==> config.mk <==
export PLATFORM = sky130hd
export DESIGN_NAME = usart_status_flush_events
export DESIGN_NICKNAME = d
export VERILOG_FILES = /design/src/include/usart_pkg.sv /design/src/verilog/flush_guard.sv /design/src/verilog/event_flags.sv /design/src/verilog/usart_status_flush_events.sv
export SDC_FILE = /design/constraint.sdc
export NUM_CORES = 1
export LEC_CHECK = 0
export BUFFER_PORTS_ARGS = -buffer_cell sky130_fd_sc_hd__buf_2
export CORE_AREA = 2 2 95 97
export DETAILED_ROUTE_END_ITERATION = 12
export DIE_AREA = 0 0 97 99
export HOLD_SLACK_MARGIN = 0.02
export PLACE_DENSITY = 0.79
export SYNTH_ARGS = -nofsm -noshare
export SYNTH_HDL_FRONTEND = slang
export SYNTH_SLANG_ARGS = --single-unit
==> constraint.sdc <==
create_clock -name mclk_i -period 2.5 [get_ports mclk_i]
set_input_delay 0.125 -clock mclk_i [delete_from_list [all_inputs] [get_ports mclk_i]]
set_output_delay 0.125 -clock mclk_i [all_outputs]
set_load 0.005 [all_outputs]
==> src/include/usart_pkg.sv <==
/*
 * Shared constants of the serial unit control/status block: register offsets,
 * field positions, reset values and the link state encoding.
 * Assumes a 32-bit APB with word-aligned registers and one 10 MHz clock.
 */
package usart_pkg;

    // ----------------------------------------------------------------
    // Register byte offsets
    // ----------------------------------------------------------------
    localparam logic [7:0] OFF_CSR = 8'h00;   // control_status_reg
    localparam logic [7:0] OFF_UCR = 8'h04;   // async_control_reg
    localparam logic [7:0] OFF_GCR = 8'h08;   // generic_control_reg
    localparam logic [7:0] OFF_DBUF = 8'h0C;  // shared_data_buffer
    localparam logic [7:0] OFF_BAUD = 8'h10;  // rate_mantissa_reg
    localparam logic [7:0] OFF_ISTAT = 8'h14; // Sticky event flags, write one to clear
    localparam logic [7:0] OFF_IMASK = 8'h18; // Event interrupt enables

    // ----------------------------------------------------------------
    // Field positions
    // ----------------------------------------------------------------
    localparam int CSR_MODE = 7;
    localparam int CSR_RE = 6;
    localparam int CSR_SLAVE = 5;
    localparam int CSR_FE = 4;
    localparam int CSR_ERR = 3;
    localparam int CSR_RXB = 2;
    localparam int CSR_TXB = 1;
    localparam int UCR_FLUSH = 7;
    localparam int EV_RX = 0;
    localparam int EV_TX = 1;
    localparam int EV_NUM = 2;

    // ----------------------------------------------------------------
    // Reset values and timing
    // ----------------------------------------------------------------
    localparam logic [7:1] CSR_RST = 7'h00;
    localparam logic [6:0] UCR_RST = 7'h02;   // High stop bit level
    localparam logic [7:0] GCR_RST = 8'h00;
    localparam logic [7:0] BAUD_RST = 8'h00;
    localparam logic [1:0] MASK_RST = 2'h0;
    localparam int GUARD_CYCLES_DEF = 16;     // One bit period after a flush

    // Link activity states, one-hot
    typedef enum logic [2:0] {
        LS_IDLE = 3'b001,
        LS_BUSY = 3'b010,
        LS_FLUSH = 3'b100
    } link_state_e;

endpackage : usart_pkg

==> src/verilog/flush_guard.sv <==
/*
 * Holds a flush for a fixed number of cycles and then reports done.
 * Assumes start_i is a one-cycle pulse; a new start restarts the count.
 */
module flush_guard #(
    parameter int CYCLES = 16
) (
    // Clock and reset
    input wire logic mclk_i,
    input wire logic rst_i,
    // Control
    input wire logic start_i,
    output logic done_o
);
    // The count register is 16 bits wide
    if (CYCLES < 1 || CYCLES > 65535) begin : g_bad
        $error("flush_guard: CYCLES must be 1 to 65535");
    end

    typedef struct packed {
        logic [15:0] cnt;
        logic done;
    } guard_s;

    guard_s q_r, q_nxt;

    // Count down from the load value, pulse done on the last step
    always_comb begin
        q_nxt = q_r;
        q_nxt.done = (q_r.cnt == 16'h0001) && !start_i;
        if (start_i) begin
            q_nxt.cnt = 16'(CYCLES);
        end else if (q_r.cnt != 16'h0000) begin
            q_nxt.cnt = q_r.cnt - 16'h0001;
        end
    end

    always_ff @(posedge mclk_i) begin
        if (rst_i) begin
            q_r <= '0;
        end else begin
            q_r <= q_nxt;
        end
    end

    assign done_o = q_r.done;

endmodule : flush_guard

==> src/verilog/event_flags.sv <==
/*
 * Sticky event flags with write-one-to-clear and a masked level interrupt.
 * Assumes set_i and clr_i are single-cycle strobes; set wins over clear.
 */
module event_flags #(
    parameter int N = 2
) (
    // Clock and reset
    input wire logic mclk_i,
    input wire logic rst_i,
    // Events and software
    input wire logic [N-1:0] set_i,
    input wire logic [N-1:0] clr_i,
    input wire logic [N-1:0] mask_i,
    // Results
    output logic [N-1:0] flag_o,
    output logic irq_o
);
    if (N < 1) begin : g_bad
        $error("event_flags: N must be at least 1");
    end

    typedef struct packed {
        logic [N-1:0] flag;
        logic irq;
    } flags_s;

    flags_s q_r, q_nxt;
    logic [N-1:0] flag_nxt;

    // Per-flag update, a set in the clearing cycle is kept
    for (genvar i = 0; i < N; i++) begin : g_flag
        assign flag_nxt[i] = set_i[i] | (q_r.flag[i] & ~clr_i[i]);
    end

    // Interrupt raised only for enabled flags
    always_comb begin
        q_nxt.flag = flag_nxt;
        q_nxt.irq = |(flag_nxt & mask_i); // RQ4
    end

    always_ff @(posedge mclk_i) begin
        if (rst_i) begin
            q_r <= '0;
        end else begin
            q_r <= q_nxt;
        end
    end

    assign flag_o = q_r.flag;
    assign irq_o = q_r.irq;

endmodule : event_flags

==> src/verilog/usart_status_flush_events.sv <==
/*
 * Control and status block of a dual-mode serial unit: mode and role bits,
 * error and byte flags, busy state, flush, completion events, DMA triggers.
 * Assumes an APB master on one side and a bit-level serial core on the other
 * that reports transfer start/end, receive and transmit completion as pulses.
 */
// Behaviour
// RQ1 - Writing one to flush stops the current operation and empties all data buffers.
// RQ2 - Software aligns a flush to an event or waits one bit period afterwards.
// RQ3 - Two event sources per unit: receive complete and transmit complete flags.
// RQ4 - A completion event raises the interrupt only when its enable is one.
// RQ5 - Two DMA trigger pulses, from the same events as the interrupt flags.
// RQ6 - The shared data buffer serves DMA as source or destination.
// RQ7 - Software must not use DMA while the sample phase select is one.
// RQ8 - Status bit 7 selects mode: zero synchronous, one asynchronous.
// RQ9 - Status bit 6 enables the asynchronous receiver when one.
// RQ10 - Status bit 5 selects role: zero master, one slave.
// RQ11 - Status bit 4 flags a received stop bit at the wrong level.
// RQ12 - Receive flags rise on first good stop bit; bad second stop flags later.
// RQ13 - Status bit 3 flags a parity failure.
// RQ14 - Status bit 2 reads one while a received byte is ready.
// RQ15 - Status bit 1 reads one once the last written byte was transmitted.
// RQ16 - Status bit 0 is read-only and shows busy.
// RQ17 - Flush is async control bit 7, reads zero, returns unit to idle.
// RQ18 - Synchronous master: busy follows the transfer, then transmitted bit is set.
// RQ19 - Flush drops busy next cycle and leaves error and byte flags unchanged.
module usart_status_flush_events
    import usart_pkg::*;
#(
    parameter int GUARD_CYCLES = GUARD_CYCLES_DEF
) (
    // Clock and reset
    input wire logic mclk_i,
    input wire logic rst_i,
    // APB slave
    input wire logic psel_i,
    input wire logic penable_i,
    input wire logic pwrite_i,
    input wire logic [7:0] paddr_i,
    input wire logic [31:0] pwdata_i,
    output logic [31:0] prdata_o,
    output logic pready_o,
    output logic pslverr_o,
    // Serial core events
    input wire logic xfer_start_i,
    input wire logic xfer_end_i,
    input wire logic rx_byte_i,
    input wire logic [7:0] rx_data_i,
    input wire logic rx_frame_err_i,
    input wire logic rx_parity_err_i,
    input wire logic tx_done_i,
    // Configuration to the serial core
    output logic mode_async_o,
    output logic rx_enable_bit_o,
    output logic slave_role_o,
    output logic [6:0] async_cfg_o,
    output logic [7:0] generic_cfg_o,
    output logic [7:0] rate_mantissa_o,
    output logic [7:0] tx_data_o,
    output logic tx_load_o,
    output logic flush_o,
    // Events to processor and DMA
    output logic rx_done_irq_flag_o,
    output logic tx_done_irq_flag_o,
    output logic rx_done_dma_trigger_o,
    output logic tx_done_dma_trigger_o,
    output logic irq_o
);
    if (GUARD_CYCLES < 1) begin : g_bad
        $error("GUARD_CYCLES must be at least 1");
    end

    // ----------------------------------------------------------------
    // State
    // ----------------------------------------------------------------
    typedef struct packed {
        link_state_e st;
        logic [7:1] csr;
        logic [6:0] ucr;
        logic [7:0] gcr;
        logic [7:0] baud;
        logic [7:0] txbuf;
        logic [7:0] rxbuf;
        logic [1:0] mask;
        logic [31:0] rdata;
        logic rdy;
        logic serr;
        logic load;
        logic flush;
        logic dma_rx;
        logic dma_tx;
    } top_s;

    top_s q_r, q_nxt;
    logic acc;
    logic wr;
    logic flush_req;
    logic flushing;
    logic rx_ok;
    logic rx_evt;
    logic tx_evt;
    logic guard_done;
    logic active;
    logic [1:0] ev_set;
    logic [1:0] ev_clr;
    logic [1:0] ev_flag;
    logic [31:0] rd_val;
    logic rd_bad;

    // ----------------------------------------------------------------
    // Bus access and event qualification
    // ----------------------------------------------------------------
    // Access completes in the second access-phase cycle
    assign acc = psel_i && penable_i && q_r.rdy;
    assign wr = acc && pwrite_i;
    assign flush_req = wr && (paddr_i == OFF_UCR) && pwdata_i[UCR_FLUSH]; // RQ17
    assign flushing = (q_r.st == LS_FLUSH) || flush_req;
    assign active = (q_r.st == LS_BUSY);

    // Receiver gated in asynchronous mode by its enable
    assign rx_ok = !flushing && (!q_r.csr[CSR_MODE] || q_r.csr[CSR_RE]); // RQ9
    assign rx_evt = rx_byte_i && rx_ok;
    assign tx_evt = tx_done_i && !flushing;

    // Two event sources per unit
    assign ev_set = {tx_evt, rx_evt}; // RQ3
    assign ev_clr = (wr && paddr_i == OFF_ISTAT) ? pwdata_i[1:0] : 2'h0;

    // ----------------------------------------------------------------
    // Read multiplexer
    // ----------------------------------------------------------------
    always_comb begin
        rd_val = 32'h0000_0000;
        rd_bad = 1'b0;
        case (paddr_i)
            OFF_CSR: rd_val = {24'h00_0000, q_r.csr, active}; // RQ16
            OFF_UCR: rd_val = {24'h00_0000, 1'b0, q_r.ucr};   // RQ17
            OFF_GCR: rd_val = {24'h00_0000, q_r.gcr};
            OFF_DBUF: rd_val = {24'h00_0000, q_r.rxbuf};      // RQ6
            OFF_BAUD: rd_val = {24'h00_0000, q_r.baud};
            OFF_ISTAT: rd_val = {30'h0000_0000, ev_flag};
            OFF_IMASK: rd_val = {30'h0000_0000, q_r.mask};
            default: rd_bad = 1'b1;
        endcase
    end

    // ----------------------------------------------------------------
    // Next state
    // ----------------------------------------------------------------
    always_comb begin
        q_nxt = q_r;
        q_nxt.load = 1'b0;
        q_nxt.dma_rx = rx_evt; // RQ5
        q_nxt.dma_tx = tx_evt; // RQ5

        // APB: one wait state, then the answer
        q_nxt.rdy = psel_i && penable_i && !q_r.rdy;
        if (psel_i && penable_i && !q_r.rdy) begin
            q_nxt.rdata = pwrite_i ? 32'h0000_0000 : rd_val;
            q_nxt.serr = rd_bad;
        end else begin
            q_nxt.serr = 1'b0;
        end

        // Register writes
        if (wr) begin
            case (paddr_i)
                OFF_CSR: q_nxt.csr = pwdata_i[7:1]; // RQ8 RQ10
                OFF_UCR: q_nxt.ucr = pwdata_i[6:0];
                OFF_GCR: q_nxt.gcr = pwdata_i[7:0];
                OFF_DBUF: begin
                    q_nxt.txbuf = pwdata_i[7:0]; // RQ6
                    q_nxt.load = !flush_req;
                    q_nxt.csr[CSR_TXB] = 1'b0;
                end
                OFF_BAUD: q_nxt.baud = pwdata_i[7:0];
                OFF_IMASK: q_nxt.mask = pwdata_i[1:0];
                default: q_nxt.mask = q_r.mask;
            endcase
        end

        // Hardware sets win over software writes
        if (rx_frame_err_i && rx_ok) begin
            q_nxt.csr[CSR_FE] = 1'b1; // RQ11 RQ12
        end
        if (rx_parity_err_i && rx_ok) begin
            q_nxt.csr[CSR_ERR] = 1'b1; // RQ13
        end
        if (rx_evt) begin
            q_nxt.csr[CSR_RXB] = 1'b1; // RQ12 RQ14
            q_nxt.rxbuf = rx_data_i;
        end
        if (tx_evt) begin
            q_nxt.csr[CSR_TXB] = 1'b1; // RQ15
        end

        // Link activity
        case (q_r.st)
            LS_IDLE: begin
                if (flush_req) begin
                    q_nxt.st = LS_FLUSH;
                end else if (xfer_start_i) begin
                    q_nxt.st = LS_BUSY; // RQ16 RQ18
                end
            end
            LS_BUSY: begin
                if (flush_req) begin
                    q_nxt.st = LS_FLUSH; // RQ19
                end else if (xfer_end_i) begin
                    q_nxt.st = LS_IDLE; // RQ18
                    if (!q_r.csr[CSR_MODE] && !q_r.csr[CSR_SLAVE]) begin
                        q_nxt.csr[CSR_TXB] = 1'b1; // RQ18
                    end
                end
            end
            LS_FLUSH: begin
                // Held one bit period so the core settles before reuse
                if (guard_done && !flush_req) begin
                    q_nxt.st = LS_IDLE; // RQ2
                end
            end
            default: q_nxt.st = LS_IDLE;
        endcase

        // Flush empties both data buffers, flags are kept
        if (flush_req) begin
            q_nxt.txbuf = 8'h00; // RQ1
            q_nxt.rxbuf = 8'h00; // RQ1
        end
        q_nxt.flush = (q_nxt.st == LS_FLUSH); // RQ1
    end

    // ----------------------------------------------------------------
    // Registers
    // ----------------------------------------------------------------
    always_ff @(posedge mclk_i) begin
        if (rst_i) begin
            q_r.st <= LS_IDLE;
            q_r.csr <= CSR_RST;
            q_r.ucr <= UCR_RST;
            q_r.gcr <= GCR_RST;
            q_r.baud <= BAUD_RST;
            q_r.txbuf <= 8'h00;
            q_r.rxbuf <= 8'h00;
            q_r.mask <= MASK_RST;
            q_r.rdata <= 32'h0000_0000;
            q_r.rdy <= 1'b0;
            q_r.serr <= 1'b0;
            q_r.load <= 1'b0;
            q_r.flush <= 1'b0;
            q_r.dma_rx <= 1'b0;
            q_r.dma_tx <= 1'b0;
        end else begin
            q_r <= q_nxt;
        end
    end

    // ----------------------------------------------------------------
    // Submodules
    // ----------------------------------------------------------------
    // Bit-period hold after a flush
    flush_guard #(
        .CYCLES(GUARD_CYCLES)
    ) u_guard (
        .mclk_i(mclk_i),
        .rst_i(rst_i),
        .start_i(flush_req),
        .done_o(guard_done)
    );

    // Completion flags and the interrupt line
    event_flags #(
        .N(EV_NUM)
    ) u_flags (
        .mclk_i(mclk_i),
        .rst_i(rst_i),
        .set_i(ev_set),
        .clr_i(ev_clr),
        .mask_i(q_r.mask),
        .flag_o(ev_flag),
        .irq_o(irq_o)
    );

    // ----------------------------------------------------------------
    // Outputs
    // ----------------------------------------------------------------
    assign prdata_o = q_r.rdata;
    assign pready_o = q_r.rdy;
    assign pslverr_o = q_r.serr;
    assign mode_async_o = q_r.csr[CSR_MODE];    // RQ8
    assign rx_enable_bit_o = q_r.csr[CSR_RE];   // RQ9
    assign slave_role_o = q_r.csr[CSR_SLAVE];   // RQ10
    assign async_cfg_o = q_r.ucr;
    assign generic_cfg_o = q_r.gcr;
    assign rate_mantissa_o = q_r.baud;
    assign tx_data_o = q_r.txbuf;
    assign tx_load_o = q_r.load;
    assign flush_o = q_r.flush;
    assign rx_done_irq_flag_o = ev_flag[EV_RX];
    assign tx_done_irq_flag_o = ev_flag[EV_TX];
    assign rx_done_dma_trigger_o = q_r.dma_rx;
    assign tx_done_dma_trigger_o = q_r.dma_tx;

    // ----------------------------------------------------------------
    // Assertions
    // ----------------------------------------------------------------
    property p_flush_idle;
        @(posedge mclk_i) disable iff (rst_i)
        flush_req |=> !active && flush_o && tx_data_o == 8'h00 ##1 !active;
    endproperty
    a_flush_idle: assert property (p_flush_idle) // RQ1
        else $error("flush did not idle the unit");

    property p_flush_keeps;
        @(posedge mclk_i) disable iff (rst_i)
        (flush_req && !rx_frame_err_i && !rx_parity_err_i && !tx_done_i)
        |=> $stable(q_r.csr[CSR_FE:CSR_TXB]);
    endproperty
    a_flush_keeps: assert property (p_flush_keeps) // RQ19
        else $error("flush changed a status flag");

    property p_irq_gate;
        @(posedge mclk_i) disable iff (rst_i)
        irq_o == |(ev_flag & $past(q_r.mask));
    endproperty
    a_irq_gate: assert property (p_irq_gate) // RQ4
        else $error("interrupt does not follow enabled flags");

    property p_dma_pair;
        @(posedge mclk_i) disable iff (rst_i)
        (rx_done_dma_trigger_o |-> rx_done_irq_flag_o)
        and (tx_done_dma_trigger_o |-> tx_done_irq_flag_o) and !(rx_done_dma_trigger_o
        && $past(rx_done_dma_trigger_o) && !$past(rx_evt, 2));
    endproperty
    a_dma_pair: assert property (p_dma_pair) // RQ5
        else $error("DMA trigger without its event flag");

    property p_rx_done;
        @(posedge mclk_i) disable iff (rst_i)
        rx_evt |=> q_r.csr[CSR_RXB] && rx_done_dma_trigger_o && rx_done_irq_flag_o;
    endproperty
    a_rx_done: assert property (p_rx_done) // RQ12
        else $error("receive completion not reported");

    property p_rx_gated;
        @(posedge mclk_i) disable iff (rst_i)
        (rx_byte_i && mode_async_o && !rx_enable_bit_o) |=> !rx_done_dma_trigger_o;
    endproperty
    a_rx_gated: assert property (p_rx_gated) // RQ9
        else $error("receive event with receiver disabled");

    property p_errors;
        @(posedge mclk_i) disable iff (rst_i)
        ((rx_frame_err_i && rx_ok) |=> q_r.csr[CSR_FE])
        and ((rx_parity_err_i && rx_ok) |=> q_r.csr[CSR_ERR]);
    endproperty
    a_errors: assert property (p_errors) // RQ13
        else $error("error flag not set");

    property p_busy_rise;
        @(posedge mclk_i) disable iff (rst_i)
        $rose(active) |-> $past(xfer_start_i) && !$past(flush_req);
    endproperty
    a_busy_rise: assert property (p_busy_rise) // RQ16
        else $error("busy rose without a transfer start");

    property p_master_end;
        @(posedge mclk_i) disable iff (rst_i)
        (active && xfer_end_i && !flush_req && !mode_async_o && !slave_role_o)
        |=> !active && q_r.csr[CSR_TXB];
    endproperty
    a_master_end: assert property (p_master_end) // RQ18
        else $error("master transfer end not reported");

    property p_tx_done;
        @(posedge mclk_i) disable iff (rst_i)
        tx_evt |=> q_r.csr[CSR_TXB] ##1 tx_done_irq_flag_o || $past(ev_clr[EV_TX]);
    endproperty
    a_tx_done: assert property (p_tx_done) // RQ15
        else $error("transmit completion not reported");

endmodule : usart_status_flush_events

==> summary.txt, run 1 <==
Status
  – Run status: completed

Pwr
  – Seq pwr share: 0.423
  – Switching Share: 0.3594
  – Worst vdd rail ir drop: 925.4 uV
  – Pint: 2.470 mW
  – Clock power share: 0.257
  – PwrDens: 818.6 nW/um2
  – Comb pwr share: 0.320
  – Leakage: 2.032 nW
  – NetSw: 1.386 mW

STA
  – Final setup margin: 0.3239 ns
  – Pins Over Slew Limit: 0
  – Final setup violation count: 0
  – Worst-Margin Slew: 0.7647 ns
  – Final clock period utilization by the worst path: 0.8704
  – Fmax: 459.5 MHz
  – Clock period minus worst slack: 2.176 ns
  – RSZ-0062 raised after global routing: false
  – Fin. Hold Viols: 0
  – Max transition margin: 0.4863
  – Worst hold margin: 0.03071 ns
  – Worst clock skew: 0.02111 ns
  – Setup TNS Final: 0 ns

Detailed routing
  – Via count: 3728
  – WL/cell: 16.87 um
  – Antenna Nets Post-Route: 0
  – Metal-1 WL: 4369 um
  – Remaining routing DRC violations: 0
  – DR WL met3: 899 um
  – Top Metal Used: met4
  – Pre-Repair DR Iteration Count: 5
  – Drt initial violations: 211
  – Post-Route WL: 10950 um
  – Vias per cell: 5.744
  – WL met2: 5480 um

Floorplanning
  – Rows: 34
  – Initial Util: 0.5070
  – Ports: 134
  – Die height: 99 um
  – Die ar.: 9603 um2
  – Core area: 8551 um2
  – Die width: 97 um

Layout
  – Layout net count: 597
  – Reg area: 1702 um2
  – Antenna cells: 0
  – Final Util: 0.5509
  – Fraction of layout cells with a size suffix above 1: 0.2348
  – Fill count: 796
  – Footprint of the multi-input gates: 2121 um2
  – Finished Cell Area: 4711 um2
  – Synthesis-to-layout area growth: 8.658%

Clocking
  – CTS H-Tree Depth: 3
  – CTS tree: yes
  – CTS Buffer Depth: 2
  – Reg clk slew, reported paths: 0.09 ns
  – Setup Fix Bufs, Post-CTS: 0
  – CTS resizes: 0
  – Worst-Skew Late Latency: 0.36 ns
  – CTS buffer count: 9
  – CTS Hold Bufs: 2
  – CTS root buf: clkbuf_8
  – CTS Sinks: 85

Worst setup path
  – Worst r2r src: u_guard.q_r[9]$_SDFFE_PP0P_
  – Worst-path cell chain: or4_1 > or4_1 > or4_1 > a21oi_1
  – CP startpoint: u_guard.q_r[9]$_SDFFE_PP0P_
  – Crit path capture type: register
  – Critical path launch point type: register
  – CP dominant cell by count: or4_1
  – Critical Path AT: 2.47 ns
  – Critical Path Slowest Stage Cell: or4_1
  – Critical path type: reg -> reg
  – Max incr delay on CP: 0.69 ns
  – Max FO, Critical Path: 10
  – Critical Path RT: 2.79 ns

Flow run
  – MaxCap Viol Count: 0

Yosys
  – Post-synth top area share: 0.3925
  – Post-synth EDFFs: 0
  – Synth Instances: 494
  – Most frequent cell after synthesis: dfxtp_1
  – Syn avg cell area: 8.776 um2
  – Largest cells by area after synthesis: dfxtp_1 39%, buf_4 11%, mux2i_1 9.5%, a21oi_1 4.5%, nor2_1 4.5%
  – #FFs+latches synth: 85
  – Synthesized area: 4335 um2
  – Top post-synthesis cells by count: 85 x dfxtp_1, 63 x buf_4, 52 x nor2_1
  – Yosys top cell by area: dfxtp_1
  – Synth cell types: 57
  – Async SR Flop Fraction: 0
  – Sequential share of the synthesized area: 0.3925
  – Yosys warns: 0
  – Prevailing post-synth register cell: dfxtp_1

Hold path
  – Hold Path Origin: rx_data_i[3]
  – Worst min path class: in -> reg

GRT
  – Vias in the first global route: 3525
  – First-pass GRT wire length: 17470 um
  – Antenna violations before repair: 0
  – Congestion Overflow GR: 0
  – Largest net degree at the start of global routing: 37
  – GRT Resource Usage Total: 0.2235

Placed design
  – Post-Place Setup Slack: 0.3465 ns
  – Port buffer count: 85
  – DP HPWL: 8032 um
  – Area after DPL: 4492 um2
  – Final RePlAce weighted congestion: 0.9083
## power groups by stage
stage,Sequential [mW],Clock (mW),Combinational (mW)
floorplan,1.62,0,0.928
global placement,1.65,0,1.17
detailed placement,1.66,0,1.21
CTS,1.63,0.999,1.23
global route,1.65,1.05,1.38
finish,1.63,0.991,1.23
## worst paths after layout
| check | to | slack, ns | depth (start not counted) |
|---|---|---|---|
| worst max-delay path | u_guard.q_r[16]$_SDFFE_PP0P_ | 0.32 | 4 |
| worst min register to register | prdata_o[0]$_SDFFE_PP0P_ | 0.49 | 1 |
| worst min-delay path | q_r[43]$_SDFFE_PP0P_ | 0.03 | 3 |
| worst max register to register | u_guard.q_r[16]$_SDFFE_PP0P_ | 0.32 | 4 |
## through the flow
stage / power, mW / cells
floorplan: 2.546 / 517
global placement: 2.818 / 631
detailed placement: 2.869 / 631
CTS: 3.856 / 649
global route: 4.088 / 649
finish: 3.856 / 649
## layer usage
layer  global-route usage  vias to the layer above
met1               0.2786                     1762
met3              0.04681                       16
met5                    0                        -
met4              0.06717                        0
li1                     -                     1771
met2               0.3905                      179
## cell families (layout without fill, tap and decap cells)
group	count (synthesis)	count (layout)	synth area share
DFF	85	85	0.3925
other	1	24	0.0008650
AOI/OAI and AO/OA	102	102	0.1495
adders and majority gates	2	2	0.005771
muxes	50	50	0.1180
buffers and inverters	97	121	0.1397
xor gates and xnor gates	1	1	0.002021
and+or+nand+nor	156	156	0.1916
## critical path, delay by kind of cell, from the launching register on
| family | cells | cell delay (ns) |
|---|---|---|
| compound gates | 1 | 0.12 |
| simple gates | 3 | 1.61 |
| flops | 1 | 0.37 |
## layout make-up
| cell class | count | area share |
|---|---|---|
| clock buffer | 10 | 0.02709 |
| clock inverter | 6 | 0.01514 |
| inverter | 7 | 0.005578 |
| multi-input combinational | 335 | 0.4502 |
| sequential | 85 | 0.3612 |
| tap | 108 | 0.02869 |
| timing repair buffer | 98 | 0.1121 |
## flip-flops by register name (all words and copies together) (netlist names)
name	flops
rx_done_dma_trigger_o	1
generic_cfg_o	8
tx_load_o	1
pslverr_o	1
async_cfg_o	7
tx_done_dma_trigger_o	1
rx_enable_bit_o	1
tx_data_o	8
u_flags.flag_o	2
mode_async_o	1
flush_o	1
slave_role_o	1
pready_o	1
u_guard.done_o	1
u_guard.q_r	16
q_r	17
rate_mantissa_o	8
u_flags.irq_o	1
prdata_o	8
## placed cells by master, fill, tap and decap left out, types with 8 or more instances in the layout
master and instances:
mux2i_1 41, or4_1 8, buf_2 85, nor2_1 52, nand2_1 17, nor3_1 8
a21oi_1 39, conb_1 24, nand3_1 22, dfxtp_1 85, mux2_2 9, o21ai_0 19
clkbuf_8 9, buf_4 11
(Power assumes the default switching activity.)
==> inputs of run 2 (changes only) <==
BUFFER_PORTS_ARGS = default   (was -buffer_cell sky130_fd_sc_hd__buf_2)
CORE_AREA = 2 2 86 88   (was 2 2 95 97)
DIE_AREA = 0 0 88 90   (was 0 0 97 99)
DONT_BUFFER_PORTS = 1   (was default)
PLACE_DENSITY = 0.78   (was 0.79)
REMOVE_ABC_BUFFERS = 1   (was default)
==> run 2 against run 1 <==
Compared with the run above:
- clock power rose by 6%
- worst hold slack improved by 0.016 ns
- sequential share of layout area rose by 0.99 points
- clock-buffer cell count fell by 1
- clock skew fell by 0.0084 ns
- design area fell by 2.7%
==> summary.txt, run 2 (same netlist as run 1, synthesis figures left out) <==
Status
  – Run status: completed

Detailed routing
  – Drt initial violations: 290 (+37%)
  – Pre-Repair DR Iteration Count: 5 (unchanged)
  – WL/cell: 18.19 um (+7.8%)
  – Via count: 3586 (-3.8%)
  – Antenna Nets Post-Route: 0 (unchanged)
  – Vias per cell: 6.151 (+7.1%)
  – Post-Route WL: 10600 um (-3.2%)
  – Remaining routing DRC violations: 0 (unchanged)

Pwr
  – Comb pwr share: 0.311 (-0.009)
  – PwrDens: 849.6 nW/um2 (+3.8%)
  – Seq pwr share: 0.419 (-0.004)
  – NetSw: 1.400 mW (+0.99%)
  – Leakage: 1.756 nW (-14%)
  – Switching Share: 0.3592 (about the same)
  – Clock power share: 0.270 (+0.013)
  – Worst vdd rail ir drop: 552.3 uV (-40%)
  – Pint: 2.496 mW (+1.1%)

Worst setup path
  – Worst r2r src: pready_o$_SDFF_PP0_
  – CP bufs+invs: 1 (+1)
  – Worst-path cell chain: and4_1 > and4_2 > mux2i_1 > nor2_1 > dlygate4sd3_1
  – Critical Path AT: 2.62 ns (+0.15 ns)
  – Critical path type: reg -> reg
  – Largest delay share family, worst path: simple AND/OR/NAND/NOR gates
  – Max FO, Critical Path: 15 (+5)
  – Max incr delay on CP: 0.55 ns (-0.14 ns)
  – CP startpoint: pready_o$_SDFF_PP0_
  – Critical Path Stages: 5 (+1)
  – R2R depth: 5 (+1)
  – Critical Path RT: 2.77 ns (-0.02 ns)
  – Critical path launch point type: register
  – FF-to-FF setup slack: 0.14 ns (-0.18 ns)
  – Critical Path End: async_cfg_o[0]$_SDFFE_PP0N_
  – Crit path capture type: register
  – RR Endpoint: async_cfg_o[0]$_SDFFE_PP0N_
  – Critical Path Slowest Stage Cell: dlygate4sd3_1

Clocking
  – CTS tree: yes
  – CTS root buf: clkbuf_8
  – CTS buffer count: 9 (unchanged)
  – CTS H-Tree Depth: 3 (unchanged)
  – CTS Sinks: 85 (unchanged)
  – Reg clk slew, reported paths: 0.10 ns (about the same)
  – Worst-Skew Late Latency: 0.37 ns (about the same)
  – Setup Fix Bufs, Post-CTS: 0 (unchanged)
  – CTS Buffer Depth: 2 (unchanged)

STA
  – Final setup margin: 0.1422 ns (-0.1817 ns)
  – Worst-Margin Slew: 0.7983 ns (+0.03361 ns)
  – RSZ-0062 raised after global routing: false
  – Clock period minus worst slack: 2.358 ns (+0.1817 ns)
  – Worst hold margin: 0.04653 ns (+0.01582 ns)
  – Fmax: 424.1 MHz (-7.7%)
  – Fin. Hold Viols: 0 (unchanged)
  – Final clock period utilization by the worst path: 0.9431 (+0.07268)
  – Pins Over Slew Limit: 0 (unchanged)
  – Max transition margin: 0.4637 (-0.02258)
  – Final setup violation count: 0 (unchanged)
  – Worst clock skew: 0.01273 ns (-0.008385 ns)

GRT
  – Vias in the first global route: 3407 (-3.3%)
  – GRT Resource Usage Total: 0.2699 (+0.04633)
  – Antenna violations before repair: 0 (unchanged)
  – First-pass GRT wire length: 16970 um (-2.9%)
  – Largest net degree at the start of global routing: 47 (+27%)
  – Congestion Overflow GR: 0 (unchanged)

Layout
  – Biggest regs: q_r x17, u_guard.q_r x16
  – Most flop-heavy register: q_r
  – Commonest cells after routing, fill and taps aside: 85 x dfxtp_1, 52 x nor2_1, 41 x mux2i_1, 39 x a21oi_1, 30 x dlygate4sd3_1
  – Final Util: 0.6532 (+0.1023)
  – Non-Filler Instances: 583 (-10%)
  – Layout net count: 540 (-9.5%)
  – Synthesis-to-layout area growth: 5.772%
  – Antenna cells: 0 (unchanged)
  – Most common cell after layout, fill and taps aside: dfxtp_1
  – Max FFs per register: 17 (unchanged)
  – Fraction of layout cells with a size suffix above 1: 0.09091 (-0.1438)

Floorplanning
  – Die width: 88 um (-9.3%)
  – Ports: 134 (unchanged)
  – Rows: 31 (-8.8%)
  – Initial Util: 0.6175 (+0.1105)
  – Die ar.: 7920 um2 (-18%)
  – Die height: 90 um (-9.1%)
  – Core area: 7020 um2 (-18%)

Placed design
  – Post-Place Setup Slack: 0.3221 ns (-0.02435 ns)
  – Final RePlAce weighted congestion: 0.8834 (-2.7%)
  – DP HPWL: 7094 um (-12%)
  – Port buffer count: 0 (-100%)
  – Placed Instances: 536 (-15%)

Flow run
  – MaxCap Viol Count: 0 (unchanged)

Hold path
  – Worst min path class: in -> reg
-- run 2: cell type report --
type | count | area (um2)
fillers | 569 | 2435
multi-input cells | 335 | 2122
flip-flops and latches | 85 | 1702
repair buffers | 41 | 395.4
clock buffers | 9 | 123.9
well taps | 99 | 123.9
clock inverters | 7 | 92.59
inverters | 7 | 26.28
-- run 2: metal layers --
layer,up-vias,routed length (um),GRT usage
met4,0,216,0.07051
met1,1726,4428,0.3606
met2,168,5058,0.4280
met5,-,0,0
li1,1670,-,-
met3,22,900,0.07438
-- run 2: tightest hold or removal path: cells and delay by family --
| kind | cells | cell delay, ns |
|---|---|---|
| and+or+nand+nor | 3 | 0.13 |
| AOI/OAI and AO/OA | 1 | 0.11 |
-- run 2: worst min-delay path by stage --
stage	start	end	depth (start not counted)	slack (ns)
3_3_place_gp	rst_i	q_r[88]$_SDFF_PP0_	1	0.20
2_1_floorplan	rst_i	flush_o$_SDFF_PP0_	1	0.19
4_1_cts	xfer_start_i	q_r[87]$_SDFF_PP0_	4	0.04
6_report	xfer_start_i	q_r[87]$_SDFF_PP0_	4	0.05
5_1_grt	paddr_i[2]	prdata_o[6]$_SDFFE_PP0P_	2	0.07
3_5_place_dp	rst_i	q_r[88]$_SDFF_PP0_	1	0.20
-- run 2: repair_timing --
item | in CTS | in global routing
endpoints found under the setup margin | 0 | 1
hold buffers | 31 | 0
hold endpoints to repair | 66 | 0
gates resized for setup | 0 | 1
-- run 2: metrics by stage --
| step | TNS [ns] | cell area (um2) | total power, mW |
|---|---|---|---|
| after detailed placement | 0 | 4048 | 2.787 |
| final | 0 | 4586 | 3.896 |
| after global placement | 0 | 4048 | 2.743 |
| after global routing | 0 | 4586 | 4.134 |
| after CTS | 0 | 4584 | 3.883 |
| after floorplan | -0.1422 | 3842 | 2.482 |
-- run 2: power groups by stage --
| stage | Sequential (mW) | Clock, mW | Combinational [mW] |
|---|---|---|---|
| 2_1_floorplan | 1.62 | 0 | 0.861 |
| 5_1_grt | 1.66 | 1.12 | 1.36 |
| 3_5_place_dp | 1.66 | 0 | 1.13 |
| 6_report | 1.63 | 1.05 | 1.21 |
| 3_3_place_gp | 1.65 | 0 | 1.10 |
| 4_1_cts | 1.63 | 1.05 | 1.20 |
==> inputs of run 3 (changes only) <==
==> constraint.sdc (replaced) <==
create_clock -name mclk_i -period 2.5 [get_ports mclk_i]
set_input_delay 0.375 -clock mclk_i [delete_from_list [all_inputs] [get_ports mclk_i]]
set_output_delay 0.375 -clock mclk_i [all_outputs]
set_load 0.005 [all_outputs]
==> run 3 against run 2 <==
Compared with the run above:
- core utilization decreased by 4.8 points
- via count decreased by 3.6%
- die area unchanged
- sequential power about the same
- register-to-register slack improved by 0.15 ns
- first-iteration DRC count decreased by 22%
- global-route usage decreased by 1.3 points
- total power decreased by 2.6%
- worst hold slack improved by 0.021 ns
- critical endpoint is now u_guard.q_r[16]$_SDFFE_PP0P_
- highest routed layer unchanged
==> summary.txt, run 3 (same netlist as run 1, synthesis figures left out) <==
Layout
  – Footprint of the multi-input gates: 2121 um2 (about the same)
  – Fill count: 605 (+6.3%)
  – Final Util: 0.6054 (-0.04776)
  – Most common cell after layout, fill and taps aside: dfxtp_1
  – Synthesis-to-layout area growth: -1.962%
  – Antenna cells: 0 (unchanged)
  – Reg area: 1702 um2 (unchanged)
  – Fraction of layout cells with a size suffix above 1: 0.09051 (-0.0004014)
  – Max FFs per register: 17 (unchanged)
  – Biggest regs: q_r x17, u_guard.q_r x16
  – Commonest cells after routing, fill and taps aside: 85 x dfxtp_1, 52 x nor2_1, 41 x mux2i_1, 39 x a21oi_1, 24 x conb_1
  – Most flop-heavy register: q_r
  – Layout net count: 509 (-5.7%)

Clocking
  – Worst-Skew Late Latency: 0.37 ns (about the same)
  – CTS buffer count: 9 (unchanged)
  – CTS Hold Bufs: 0 (-100%)
  – CTS tree: yes
  – CTS resizes: 0 (unchanged)
  – CTS root buf: clkbuf_8
  – Reg clk slew, reported paths: 0.08 ns (-0.02 ns)
  – CTS Buffer Depth: 2 (unchanged)
  – Setup Fix Bufs, Post-CTS: 0 (unchanged)
  – CTS Sinks: 85 (unchanged)
  – CTS H-Tree Depth: 3 (unchanged)

Pwr
  – PwrDens: 892.6 nW/um2 (+5.1%)
  – Worst vdd rail ir drop: 529.3 uV (-4.2%)
  – Leakage: 1.613 nW (-8.1%)
  – Tot Pwr: 3.794 mW (-2.6%)

STA
  – Fmax: 452.1 MHz (+6.6%)
  – Final setup margin: 0.2882 ns (+0.1460 ns)
  – Final setup violation count: 0 (unchanged)
  – Worst hold margin: 0.06719 ns (+0.02066 ns)
  – Pins Over Slew Limit: 0 (unchanged)
  – Worst-Margin Slew: 0.8118 ns (+0.01350 ns)
  – Max transition margin: 0.4547 (-0.009068)
  – Final clock period utilization by the worst path: 0.8847 (-0.05841)
  – Clock period minus worst slack: 2.212 ns (-0.1460 ns)
  – Fin. Hold Viols: 0 (unchanged)
  – RSZ-0062 raised after global routing: false
  – Worst clock skew: 0.01200 ns (-0.0007261 ns)

GRT
  – Antenna violations before repair: 0 (unchanged)
  – Vias in the first global route: 3246 (-4.7%)
  – Largest net degree at the start of global routing: 49 (+4.3%)
  – Congestion Overflow GR: 0 (unchanged)
  – GRT Resource Usage Total: 0.2569 (-0.01296)
  – First-pass GRT wire length: 15900 um (-6.3%)

Detailed routing
  – Vias per cell: 6.263 (+1.8%)
  – Via count: 3457 (-3.6%)
  – Pre-Repair DR Iteration Count: 5 (unchanged)
  – Post-Route WL: 10130 um (-4.5%)
  – Antenna Nets Post-Route: 0 (unchanged)
  – Remaining routing DRC violations: 0 (unchanged)
  – WL/cell: 18.36 um (+0.91%)
  – Drt initial violations: 227 (-22%)

Floorplanning
  – Initial Util: 0.6175 (unchanged)
  – Rows: 31 (unchanged)
  – Die ar.: 7920 um2 (unchanged)
  – Core area: 7020 um2 (unchanged)
  – Die height: 90 um (unchanged)
  – Die width: 88 um (unchanged)
  – Ports: 134 (unchanged)

Worst setup path
  – Critical Path AT: 2.51 ns (-0.11 ns)
  – FF-to-FF setup slack: 0.29 ns (+0.15 ns)
  – Critical path launch point type: register
  – Max FO, Critical Path: 10 (-5)
  – Crit path capture type: register
  – Critical path type: reg -> reg
  – Critical Path RT: 2.80 ns (+0.03 ns)

Placed design
  – Port buffer count: 0 (unchanged)
  – Final RePlAce weighted congestion: 0.8588 (-2.8%)
  – DP HPWL: 7107 um (+0.19%)
  – Post-Place Setup Slack: 0.3169 ns (-0.005216 ns)

Status
  – Run status: completed

Flow run
  – MaxCap Viol Count: 0 (unchanged)

Hold path
  – Worst min path class: in -> reg
run 3: final cells by class:
cell class | instances | share of cell area
Clock buffer | 10 | 0.03003
Timing Repair Buffer | 10 | 0.01766
Clock inverter | 6 | 0.01766
Inverter | 7 | 0.006182
Sequential cell | 85 | 0.4004
Multi-Input combinational cell | 335 | 0.4990
Tap cell | 99 | 0.02914
run 3: critical path, cell delays in order (launching register included):
cell	delay, ns
dfxtp_1	0.37
or4_1	0.70
or4_1	0.46
or4_1	0.47
a21oi_1	0.14
run 3: power breakdown:
group | internal [mW] | switching [mW]
Clock | 0.480 | 0.532
Sequential | 1.49 | 0.137
Combinational | 0.480 | 0.671
Total | 2.45 | 1.34
run 3: per-stage QoR:
| stage | cell area, um2 | instances | setup TNS, ns |
|---|---|---|---|
| after global placement | 4048 | 536 | 0 |
| final | 4250 | 552 | 0 |
| after CTS | 4250 | 552 | 0 |
| after global routing | 4250 | 552 | 0 |
| after detailed placement | 4048 | 536 | 0 |
| after floorplan | 3842 | 427 | -3.624 |
run 3: worst paths after layout:
path                                                   start                      endpoint  depth (start not counted)
worst max-delay path             u_guard.q_r[9]$_SDFFE_PP0P_  u_guard.q_r[16]$_SDFFE_PP0P_                          4
worst max register to register   u_guard.q_r[9]$_SDFFE_PP0P_  u_guard.q_r[16]$_SDFFE_PP0P_                          4
worst min-delay path                                   rst_i            q_r[88]$_SDFF_PP0_                          1
worst min register to register  u_guard.q_r[12]$_SDFFE_PP0P_  u_guard.q_r[12]$_SDFFE_PP0P_                          2
run 3: routing by layer:
metal / vias up / global-route usage / wire length [um]
li1: 1606 / - / -
met1: 1644 / 0.3324 / 4094
met2: 188 / 0.4003 / 4773
met3: 19 / 0.06795 / 1036
met4: 0 / 0.1103 / 228
met5: - / 0 / 0
